<file path="src/design/dpb_defines.svh">
// parameter bank addresses, field positions and limits
`ifndef DPB_DEFINES_SVH
`define DPB_DEFINES_SVH
`define DPB_ADDR_ACCESS_INFO 16'h0118
`define DPB_ADDR_ACTION_STATUS 16'h1C08
`define DPB_ADDR_FRICTION 16'h2F0E
`define DPB_ADDR_LOAD 16'h2F10
`define DPB_ADDR_INERTIA 16'h2F18
`define DPB_ADDR_STORE 16'h3000
`define DPB_ADDR_LIMIT_CFG 16'h3002
`define DPB_INERTIA_MIN 16'h0001
`define DPB_INERTIA_MAX 16'hFFFF
`define DPB_INERTIA_RST 16'h0001
`define DPB_STANDSTILL_LIM 16'h0009
`define DPB_U16_MAX 16'hFFFF
`define DPB_S16_MIN 16'sh8000
`define DPB_S16_MAX 16'sh7FFF
`define DPB_CH_MAX 8'h1C
`define DPB_ST_MOTION_LO 6
`define DPB_ST_PG_LO 11
`endif

</file>
<file path="src/design/dpb_pkg.sv">
// parameter bank types
package dpb_pkg;
   typedef enum logic [1:0] {PG_IDLE, PG_ACCEL, PG_DECEL, PG_CONST} dpb_pg_t;
   typedef enum logic [1:0] {ST_IDLE, ST_READ, ST_WRITE} dpb_state_t;
endpackage

</file>
<file path="src/design/dpb_store.sv">
// persistent store image with registered read data
`timescale 1ns/100ps
`default_nettype none
module dpb_store #(
   parameter int WIDTH = 16,
   parameter int DEPTH = 4
) (
   input wire logic clk,
   input wire logic wr_en,
   input wire logic [$clog2(DEPTH)-1:0] wr_addr,
   input wire logic [WIDTH-1:0] wr_data,
   input wire logic [$clog2(DEPTH)-1:0] rd_addr,
   output logic [WIDTH-1:0] rd_data
);
   logic [WIDTH-1:0] mem [DEPTH];
   // refused while the design is elaborated, before any clock runs
   generate
      if (DEPTH < 2) begin : g_depth_check
         $error("dpb_store depth too small");
      end
   endgenerate
   always_ff @(posedge clk) begin
      if (wr_en) begin
         mem[wr_addr] <= wr_data;
      end
   end
   always_ff @(posedge clk) begin
      rd_data <= mem[rd_addr];
   end
endmodule // dpb_store
`default_nettype wire

</file>
<file path="src/design/dpb_bank.sv">
// drive parameter bank: access by unique parameter address
`timescale 1ns/100ps
`default_nettype none
`include "dpb_defines.svh"
// Overview of operation
// RULE1: unbounded parameters are limited to their data type's full range
// RULE2: read-only parameters answer reads; external writes never change them
// RULE3: read/write parameters accept both reads and writes
// RULE4: master must issue explicit store for values to survive power-off; here store writes do nothing, inertia is saved at each accepted tuning
// RULE5: decimals travel as scaled integers, all fractional digits included
// RULE6: each parameter has one address; accesses select by that address
// RULE7: some changes take effect only after a restart
// RULE8: access info low byte is 1 when channel holds exclusive access
// RULE9: access info high byte encodes the channel number, 0 to 28
// RULE10: each action status bit reads 1 when its condition is active
// RULE11: action status bits 0 to 4 flag error classes 0 to 4
// RULE12: bit 6 flags standstill, actual speed magnitude below 9
// RULE13: bit 7 positive motion, bit 8 negative motion
// RULE14: bits 9 and 10 selected by two limit-assignment configurations
// RULE15: bits 11,12,13 flag generator idle, decelerating, constant speed
// RULE16: inertia result unsigned, read-only, persistent, 0.1 to 6553.5
// RULE17: friction result unsigned 16-bit read-only, 0.01 A steps
// RULE18: load result signed 16-bit read-only, 0.01 A steps
// RULE19: reserved status bits 5 and 15 read zero
// RULE20: out-of-range writes are rejected; stored value unchanged
module dpb_bank (
   input wire logic CORE_CLK,
   input wire logic RST,
   input wire logic REQ_VALID,
   input wire logic REQ_WRITE,
   input wire logic [15:0] REQ_ADDR,
   input wire logic [15:0] REQ_WDATA,
   output logic RSP_VALID,
   output logic RSP_ERR,
   output logic [15:0] RSP_RDATA,
   input wire logic [7:0] CH_ID,
   input wire logic CH_EXCL,
   input wire logic [4:0] ERR_CLASS,
   input wire logic signed [15:0] SPEED_ACT,
   input wire logic [1:0] PG_STATE,
   input wire logic [3:0] LIMIT_COND,
   input wire logic AT_DONE,
   input wire logic [15:0] AT_INERTIA,
   input wire logic [15:0] AT_FRICTION,
   input wire logic signed [15:0] AT_LOAD,
   output logic [1:0] PROFILE_LIMIT_SEL,
   output logic [1:0] STANDARD_LIMIT_SEL
);
   logic [15:0] access_channel_info_r;
   logic [15:0] action_status_word_r;
   logic [15:0] friction_torque_result_r;
   logic signed [15:0] load_torque_result_r;
   logic [15:0] total_inertia_result_r;
   logic [3:0] limit_cfg_r;
   logic [15:0] rdata_nxt;
   logic hit_nxt;
   logic ro_nxt;
   logic rsp_valid_r;
   logic rsp_err_r;
   logic [15:0] rsp_rdata_r;
   logic inertia_ok;
   logic store_wr;
   logic [15:0] store_rd;
   logic boot_r;
   logic boot_load_r;
   dpb_pkg::dpb_pg_t pg;
   logic [15:0] speed_abs;

   assign pg = dpb_pkg::dpb_pg_t'(PG_STATE);
   assign speed_abs = SPEED_ACT[15] ? 16'(-SPEED_ACT) : SPEED_ACT;

   // access info: channel in high byte, exclusive flag in low byte
   always_ff @(posedge CORE_CLK) begin
      if (RST) begin
         access_channel_info_r <= 16'h0000;
      end else begin
         access_channel_info_r <= {
            (CH_ID > `DPB_CH_MAX) ? 8'h00 : CH_ID, // [RULE9]
            7'h00, CH_EXCL}; // [RULE8]
      end
   end

   // status word rebuilt every cycle, reserved bits forced low
   always_ff @(posedge CORE_CLK) begin
      if (RST) begin
         action_status_word_r <= 16'h0000;
      end else begin
         action_status_word_r[4:0] <= ERR_CLASS; // [RULE10] [RULE11]
         action_status_word_r[5] <= 1'b0; // [RULE19]
         action_status_word_r[`DPB_ST_MOTION_LO] <=
            speed_abs < `DPB_STANDSTILL_LIM; // [RULE12]
         action_status_word_r[7] <= !SPEED_ACT[15]
            && SPEED_ACT != 16'sh0000; // [RULE13]
         action_status_word_r[8] <= SPEED_ACT[15]; // [RULE13]
         action_status_word_r[9] <= LIMIT_COND[limit_cfg_r[1:0]]; // [RULE14]
         action_status_word_r[10] <= LIMIT_COND[limit_cfg_r[3:2]]; // [RULE14]
         action_status_word_r[`DPB_ST_PG_LO] <=
            pg == dpb_pkg::PG_IDLE; // [RULE15]
         action_status_word_r[12] <= pg == dpb_pkg::PG_DECEL; // [RULE15]
         action_status_word_r[13] <= pg == dpb_pkg::PG_CONST; // [RULE15]
         action_status_word_r[14] <= 1'b0;
         action_status_word_r[15] <= 1'b0; // [RULE19]
      end
   end

   // inertia must lie in 1..65535 tenths; zero from tuning is refused
   assign inertia_ok = AT_INERTIA >= `DPB_INERTIA_MIN; // [RULE16] [RULE20]
   assign store_wr = AT_DONE && inertia_ok;

   // autotuning results: only the internal tuner writes them
   always_ff @(posedge CORE_CLK) begin
      if (RST) begin
         friction_torque_result_r <= 16'h0000;
         load_torque_result_r <= 16'sh0000;
      end else if (AT_DONE) begin
         friction_torque_result_r <= AT_FRICTION; // [RULE17] [RULE5]
         load_torque_result_r <= AT_LOAD; // [RULE18] [RULE5]
      end
   end

   // inertia is persistent: reloaded from the store image after restart
   always_ff @(posedge CORE_CLK) begin
      if (RST) begin
         boot_r <= 1'b1;
         boot_load_r <= 1'b0;
      end else begin
         boot_r <= 1'b0;
         boot_load_r <= boot_r;
      end
   end
   always_ff @(posedge CORE_CLK) begin
      if (RST) begin
         total_inertia_result_r <= `DPB_INERTIA_RST;
      end else if (store_wr) begin
         total_inertia_result_r <= AT_INERTIA; // [RULE16]
      end else if (boot_load_r && store_rd >= `DPB_INERTIA_MIN) begin
         total_inertia_result_r <= store_rd; // [RULE16]
      end
   end

   dpb_store #(.WIDTH(16), .DEPTH(4)) u_store (
      .clk(CORE_CLK),
      .wr_en(store_wr),
      .wr_addr(2'h0),
      .wr_data(AT_INERTIA),
      .rd_addr(2'h0),
      .rd_data(store_rd)
   );

   // limit assignment config is read/write; new selection only after restart
   logic [3:0] limit_pend_r;
   always_ff @(posedge CORE_CLK) begin
      if (RST) begin
         limit_cfg_r <= limit_pend_r; // [RULE7]
      end
   end
   always_ff @(posedge CORE_CLK) begin
      if (REQ_VALID && REQ_WRITE && REQ_ADDR == `DPB_ADDR_LIMIT_CFG
          && REQ_WDATA[15:4] == 12'h000) begin
         limit_pend_r <= REQ_WDATA[3:0]; // [RULE3] [RULE20]
      end
   end
   assign PROFILE_LIMIT_SEL = limit_cfg_r[1:0];
   assign STANDARD_LIMIT_SEL = limit_cfg_r[3:2];

   // address decode
   always_comb begin
      rdata_nxt = 16'h0000;
      hit_nxt = 1'b1;
      ro_nxt = 1'b1;
      case (REQ_ADDR)
         `DPB_ADDR_ACCESS_INFO: rdata_nxt = access_channel_info_r; // [RULE6]
         `DPB_ADDR_ACTION_STATUS: rdata_nxt = action_status_word_r; // [RULE6]
         `DPB_ADDR_FRICTION: rdata_nxt = friction_torque_result_r;
         `DPB_ADDR_LOAD: rdata_nxt = load_torque_result_r;
         `DPB_ADDR_INERTIA: rdata_nxt = total_inertia_result_r;
         `DPB_ADDR_LIMIT_CFG: begin
            rdata_nxt = {12'h000, limit_pend_r};
            ro_nxt = 1'b0; // [RULE3]
         end
         `DPB_ADDR_STORE: ro_nxt = 1'b0; // [RULE4]
         default: hit_nxt = 1'b0;
      endcase
   end

   // one-cycle answer; writes to read-only or unknown addresses flag error
   always_ff @(posedge CORE_CLK) begin
      if (RST) begin
         rsp_valid_r <= 1'b0;
         rsp_err_r <= 1'b0;
         rsp_rdata_r <= 16'h0000;
      end else begin
         rsp_valid_r <= REQ_VALID;
         rsp_err_r <= REQ_VALID && (!hit_nxt || (REQ_WRITE && ro_nxt)
            || (REQ_WRITE && REQ_ADDR == `DPB_ADDR_LIMIT_CFG
                && REQ_WDATA[15:4] != 12'h000)); // [RULE2] [RULE20] [RULE1]
         rsp_rdata_r <= (REQ_VALID && !REQ_WRITE) ? rdata_nxt : 16'h0000;
      end
   end
   assign RSP_VALID = rsp_valid_r;
   assign RSP_ERR = rsp_err_r;
   assign RSP_RDATA = rsp_rdata_r;
endmodule // dpb_bank
`default_nettype wire

</file>
<file path="config.mk">
export PLATFORM = sky130hd
export DESIGN_NAME = dpb_bank
export DESIGN_NICKNAME = d
export VERILOG_FILES = /design/src/design/dpb_pkg.sv /design/src/design/dpb_store.sv /design/src/design/dpb_bank.sv
export VERILOG_INCLUDE_DIRS = /design/src /design/src/design
export SDC_FILE = /design/constraint.sdc
export NUM_CORES = 1
export LEC_CHECK = 0
export ABC_AREA = 0
export BUFFER_PORTS_ARGS = -buffer_cell sky130_fd_sc_hd__buf_2
export CAP_MARGIN = 25
export CORE_AREA = 4 4 140 88
export CTS_CLUSTER_DIAMETER = 50
export DETAILED_ROUTE_END_ITERATION = 16
export DIE_AREA = 0 0 144 92
export GPL_TIMING_DRIVEN = 0
export PLACE_DENSITY = 0.76
export SYNTH_ARGS = -nofsm -noshare
export SYNTH_HDL_FRONTEND = slang
export SYNTH_SLANG_ARGS = --single-unit
</file>
<file path="constraint.sdc">
create_clock -name CORE_CLK -period 1.4 [get_ports CORE_CLK]
set_input_delay 0.21 -clock CORE_CLK [delete_from_list [all_inputs] [get_ports CORE_CLK]]
set_output_delay 0.21 -clock CORE_CLK [all_outputs]
set_load 0.01 [all_outputs]
</file>
==> run metrics <==
Layout Nets 736; sw frac 0.223; Slew Limit Fails 0; Placed Instance Area 0.00590 sq mm; FF+latch count, synth 130; Yosys cell types 51; initial antenna violation count 0; Worst path max stage delay 0.33 ns; GR Util All Layers 0.231; clk sinks 130; net switching power 2090 uW; CP delay by family, top simple AND/OR/NAND/NOR gates; Hold Path Origin ERR_CLASS[0]; io pins 143; dpl ws -0.728 ns; Mapped Avg Cell Area 11.4 sq um; EDFF count, synth 24; CTS tree yes; outcome finished, violations left; share of layout cells above drive strength 1 0.393; via count 4289; RSZ-0062 raised after global routing true; 1st-iter DRT viols 430; Crit Path Class reg -> reg; failing checks negative setup slack; largest net degree at the start of global routing 17; Top FF cell, synth dfxtp_1; vias in the first global route 4351; Finished Layout Cells 772; required time of the critical path 1.67 ns; Worst Setup End Kind flop; Peak VDD IR 0.898 mV; Clk network pwr share 0.485; Post-synth ARST share 0; Tmin final 1.55 ns; crit path from u_store.rd_data[8]; Vias per Instance 5.56; post-synthesis mux area share 0.0953; post-synthesis adder-cell area fraction 0; CP max-delay cell dfxtp_2; Post-Synth XOR/XNOR Area 0; Worst Path Max Fanout 10; clock latency on the worst-skew pair 0.42 ns; Final GP Congestion 0.867; mapped cell area 0.00488 sq mm; CTS root buffer clkbuf_16; largest family of logic cells by synthesized area simple AND/OR/NAND/NOR gates; Critical Path Source Type flop; hold crit path type in -> reg; post-synthesis cell count 429; fmax 646 MHz; setup ws final -0.149 ns; Rel. slew slack 0.403; H-tree Lvls 4; max-cap viol count 0; Gate power share 0.075; drt drc 0; clk slew on worst S/H paths 0.05 ns; Hold Violations, Final 0; CP arrival 1.82 ns; Final HPWL DP 10900 um; cell-by-cell trace of the critical path nor4_4 > nand4_1 > nand2_4 > buf_8 > mux2i_1 > a211oi_1; port buffer count 140; maximum buffer depth of the clock tree 2; biggest area consumer among synthesized cells dfxtp_1; Routed Antenna Nets 0; top post-synthesis cells by area dfxtp_1 (43%), edfxtp_1 (15%), mux2i_1 (8.6%), nor2_1 (3.9%), a22oi_1 (3.4%); FILL cells 868; core area 0.0111 sq mm; Synth top area share 0.434; Synth Area in Compound Gates 0.120; Pint 7310 uW; Pleak 0.00288 uW; CP Buf/Inv Count 1; sequential fraction of design power 0.440; Die Wd 144 um; P&R area growth vs syn 40.8%; Slew @ Worst Pin 0.896 ns; Initial Util 0.441; Ant. Diodes 0; Die Footprint 0.0132 sq mm; die height 92 um; Post-Synth Simple-Gate Area 0.178; skew final 0.00647 ns; synth warn 0; final setup fails 16; drt total wl 14900 um; first-pass GRT wire length 23100 um; total CTS buffers 17; DR pass1 iterations 5; Fin Hold WS 0.0113 ns; post-placement cell count 715; Post-Route Setup TNS -1.62 ns; power per cell area 1370 mW/mm^2; Critical R2R Launch u_store.rd_data[8]; post-synthesis sequential area ratio 0.582; wire length per cell 19.3 um; Finished Cell Area 0.00688 sq mm; global route overflow 0; # rows 30; period utilisation layout 1.11
[kinds of logic after synthesis]
family          after synthesis
compound gates               74
mux                          44
flops                       130
buf+inv                      25
simple gates                155
other cells                   1
[registers in the layout, indices dropped and copies added (netlist names), 4 cells and up]
signal	flops
friction_torque_result_r	16
u_store.rd_data	16
load_torque_result_r	16
total_inertia_result_r	16
u_store.mem	16
limit_pend_r	4
action_status_word_r	13
RSP_RDATA	16
limit_cfg_r	4
access_channel_info_r	9
[worst register-to-register path: stages (launching register included)]
cell      delay (ns)
dfxtp_2         0.33
nor4_4          0.31
nand4_1         0.18
nand2_4         0.13
buf_8           0.14
mux2i_1         0.21
a211oi_1        0.09
[power by group through the flow]
stage          logic [uW]  clock network (uW)  registers [uW]
2_1_floorplan         301                   0            4160
3_3_place_gp          595                   0            4180
3_5_place_dp          623                   0            4190
4_1_cts               676                4600            4130
5_1_grt               765                4810            4150
6_report              703                4560            4140
[area by class of cell]
| type | count | area, sq um | area share |
|---|---|---|---|
| clock inverter | 15 | 188 | 0.0273 |
| multi-input combinational | 276 | 2150 | 0.313 |
| buffer | 21 | 129 | 0.0187 |
| timing repair buffer | 166 | 940 | 0.137 |
| inverter | 3 | 15.0 | 0.00218 |
| sequential | 130 | 2850 | 0.414 |
| tap | 144 | 180 | 0.0262 |
| clock buffer | 17 | 425 | 0.0619 |
[worst paths after layout]
path                               end  slack (ns)  cells after the start
min reg2reg         u_store.rd_data[3]        0.34                      0
min            action_status_word_r[0]        0.01                      2
max          total_inertia_result_r[8]       -0.15                      6
max reg2reg  total_inertia_result_r[8]       -0.15                      6
[cells in the mapped netlist, drive strengths merged (2+ instances only)]
cell	count
a211oi	9
a21oi	10
a222oi	7
a22oi	22
a311oi	6
a31oi	9
and2	3
and3	7
and4	3
buf	13
clkbuf	9
dfxtp	106
edfxtp	24
inv	3
mux2i	42
mux4	2
nand2	28
nand2b	3
nand3	3
nand4	6
nand4b	2
nor2	53
nor2b	10
nor3	6
nor3b	2
nor4	22
o21a	3
o21ai	3
or3	4
[placed cells by master, fill, tap and decap left out, drive strengths merged, types with 4 or more instances in the layout]
master and instances:
a31oi 9, nand2 28, a222oi 7, bufinv 4, dfxtp 106, and3 7
nor3 6, mux2i 42, nor2 53, or3 4, a21oi 10, buf 166
inv 4, a211oi 9, clkinv 7, nor2b 10, a311oi 6, dlygate4sd3 11
edfxtp 24, nand4 6, clkbuf 27, a22oi 22, nor4 22
[metal layers]
metal	vias up	GRT usage	share of wire
li1	1981	-	-
met1	2058	0.315	0.43
met2	216	0.341	0.46
met3	34	0.0829	0.096
met4	0	0.0792	0.021
met5	-	0	0
[what timing repair did]
action                     4_1_cts  5_1_grt
setup endpoints to repair       68       45
hold endpoints to repair        11        0
hold buffers                    11        0
gates cloned                     0        0
buffers inserted                14        1
gates resized for setup         19       14
pin swaps                       13        6
[stage by stage]
stage	total power, uW	utilization
6_report	9400	0.621
2_1_floorplan	4460	-
3_3_place_gp	4780	0.533
4_1_cts	9410	0.615
3_5_place_dp	4820	0.533
5_1_grt	9720	0.621
(Power assumes the default switching activity.)
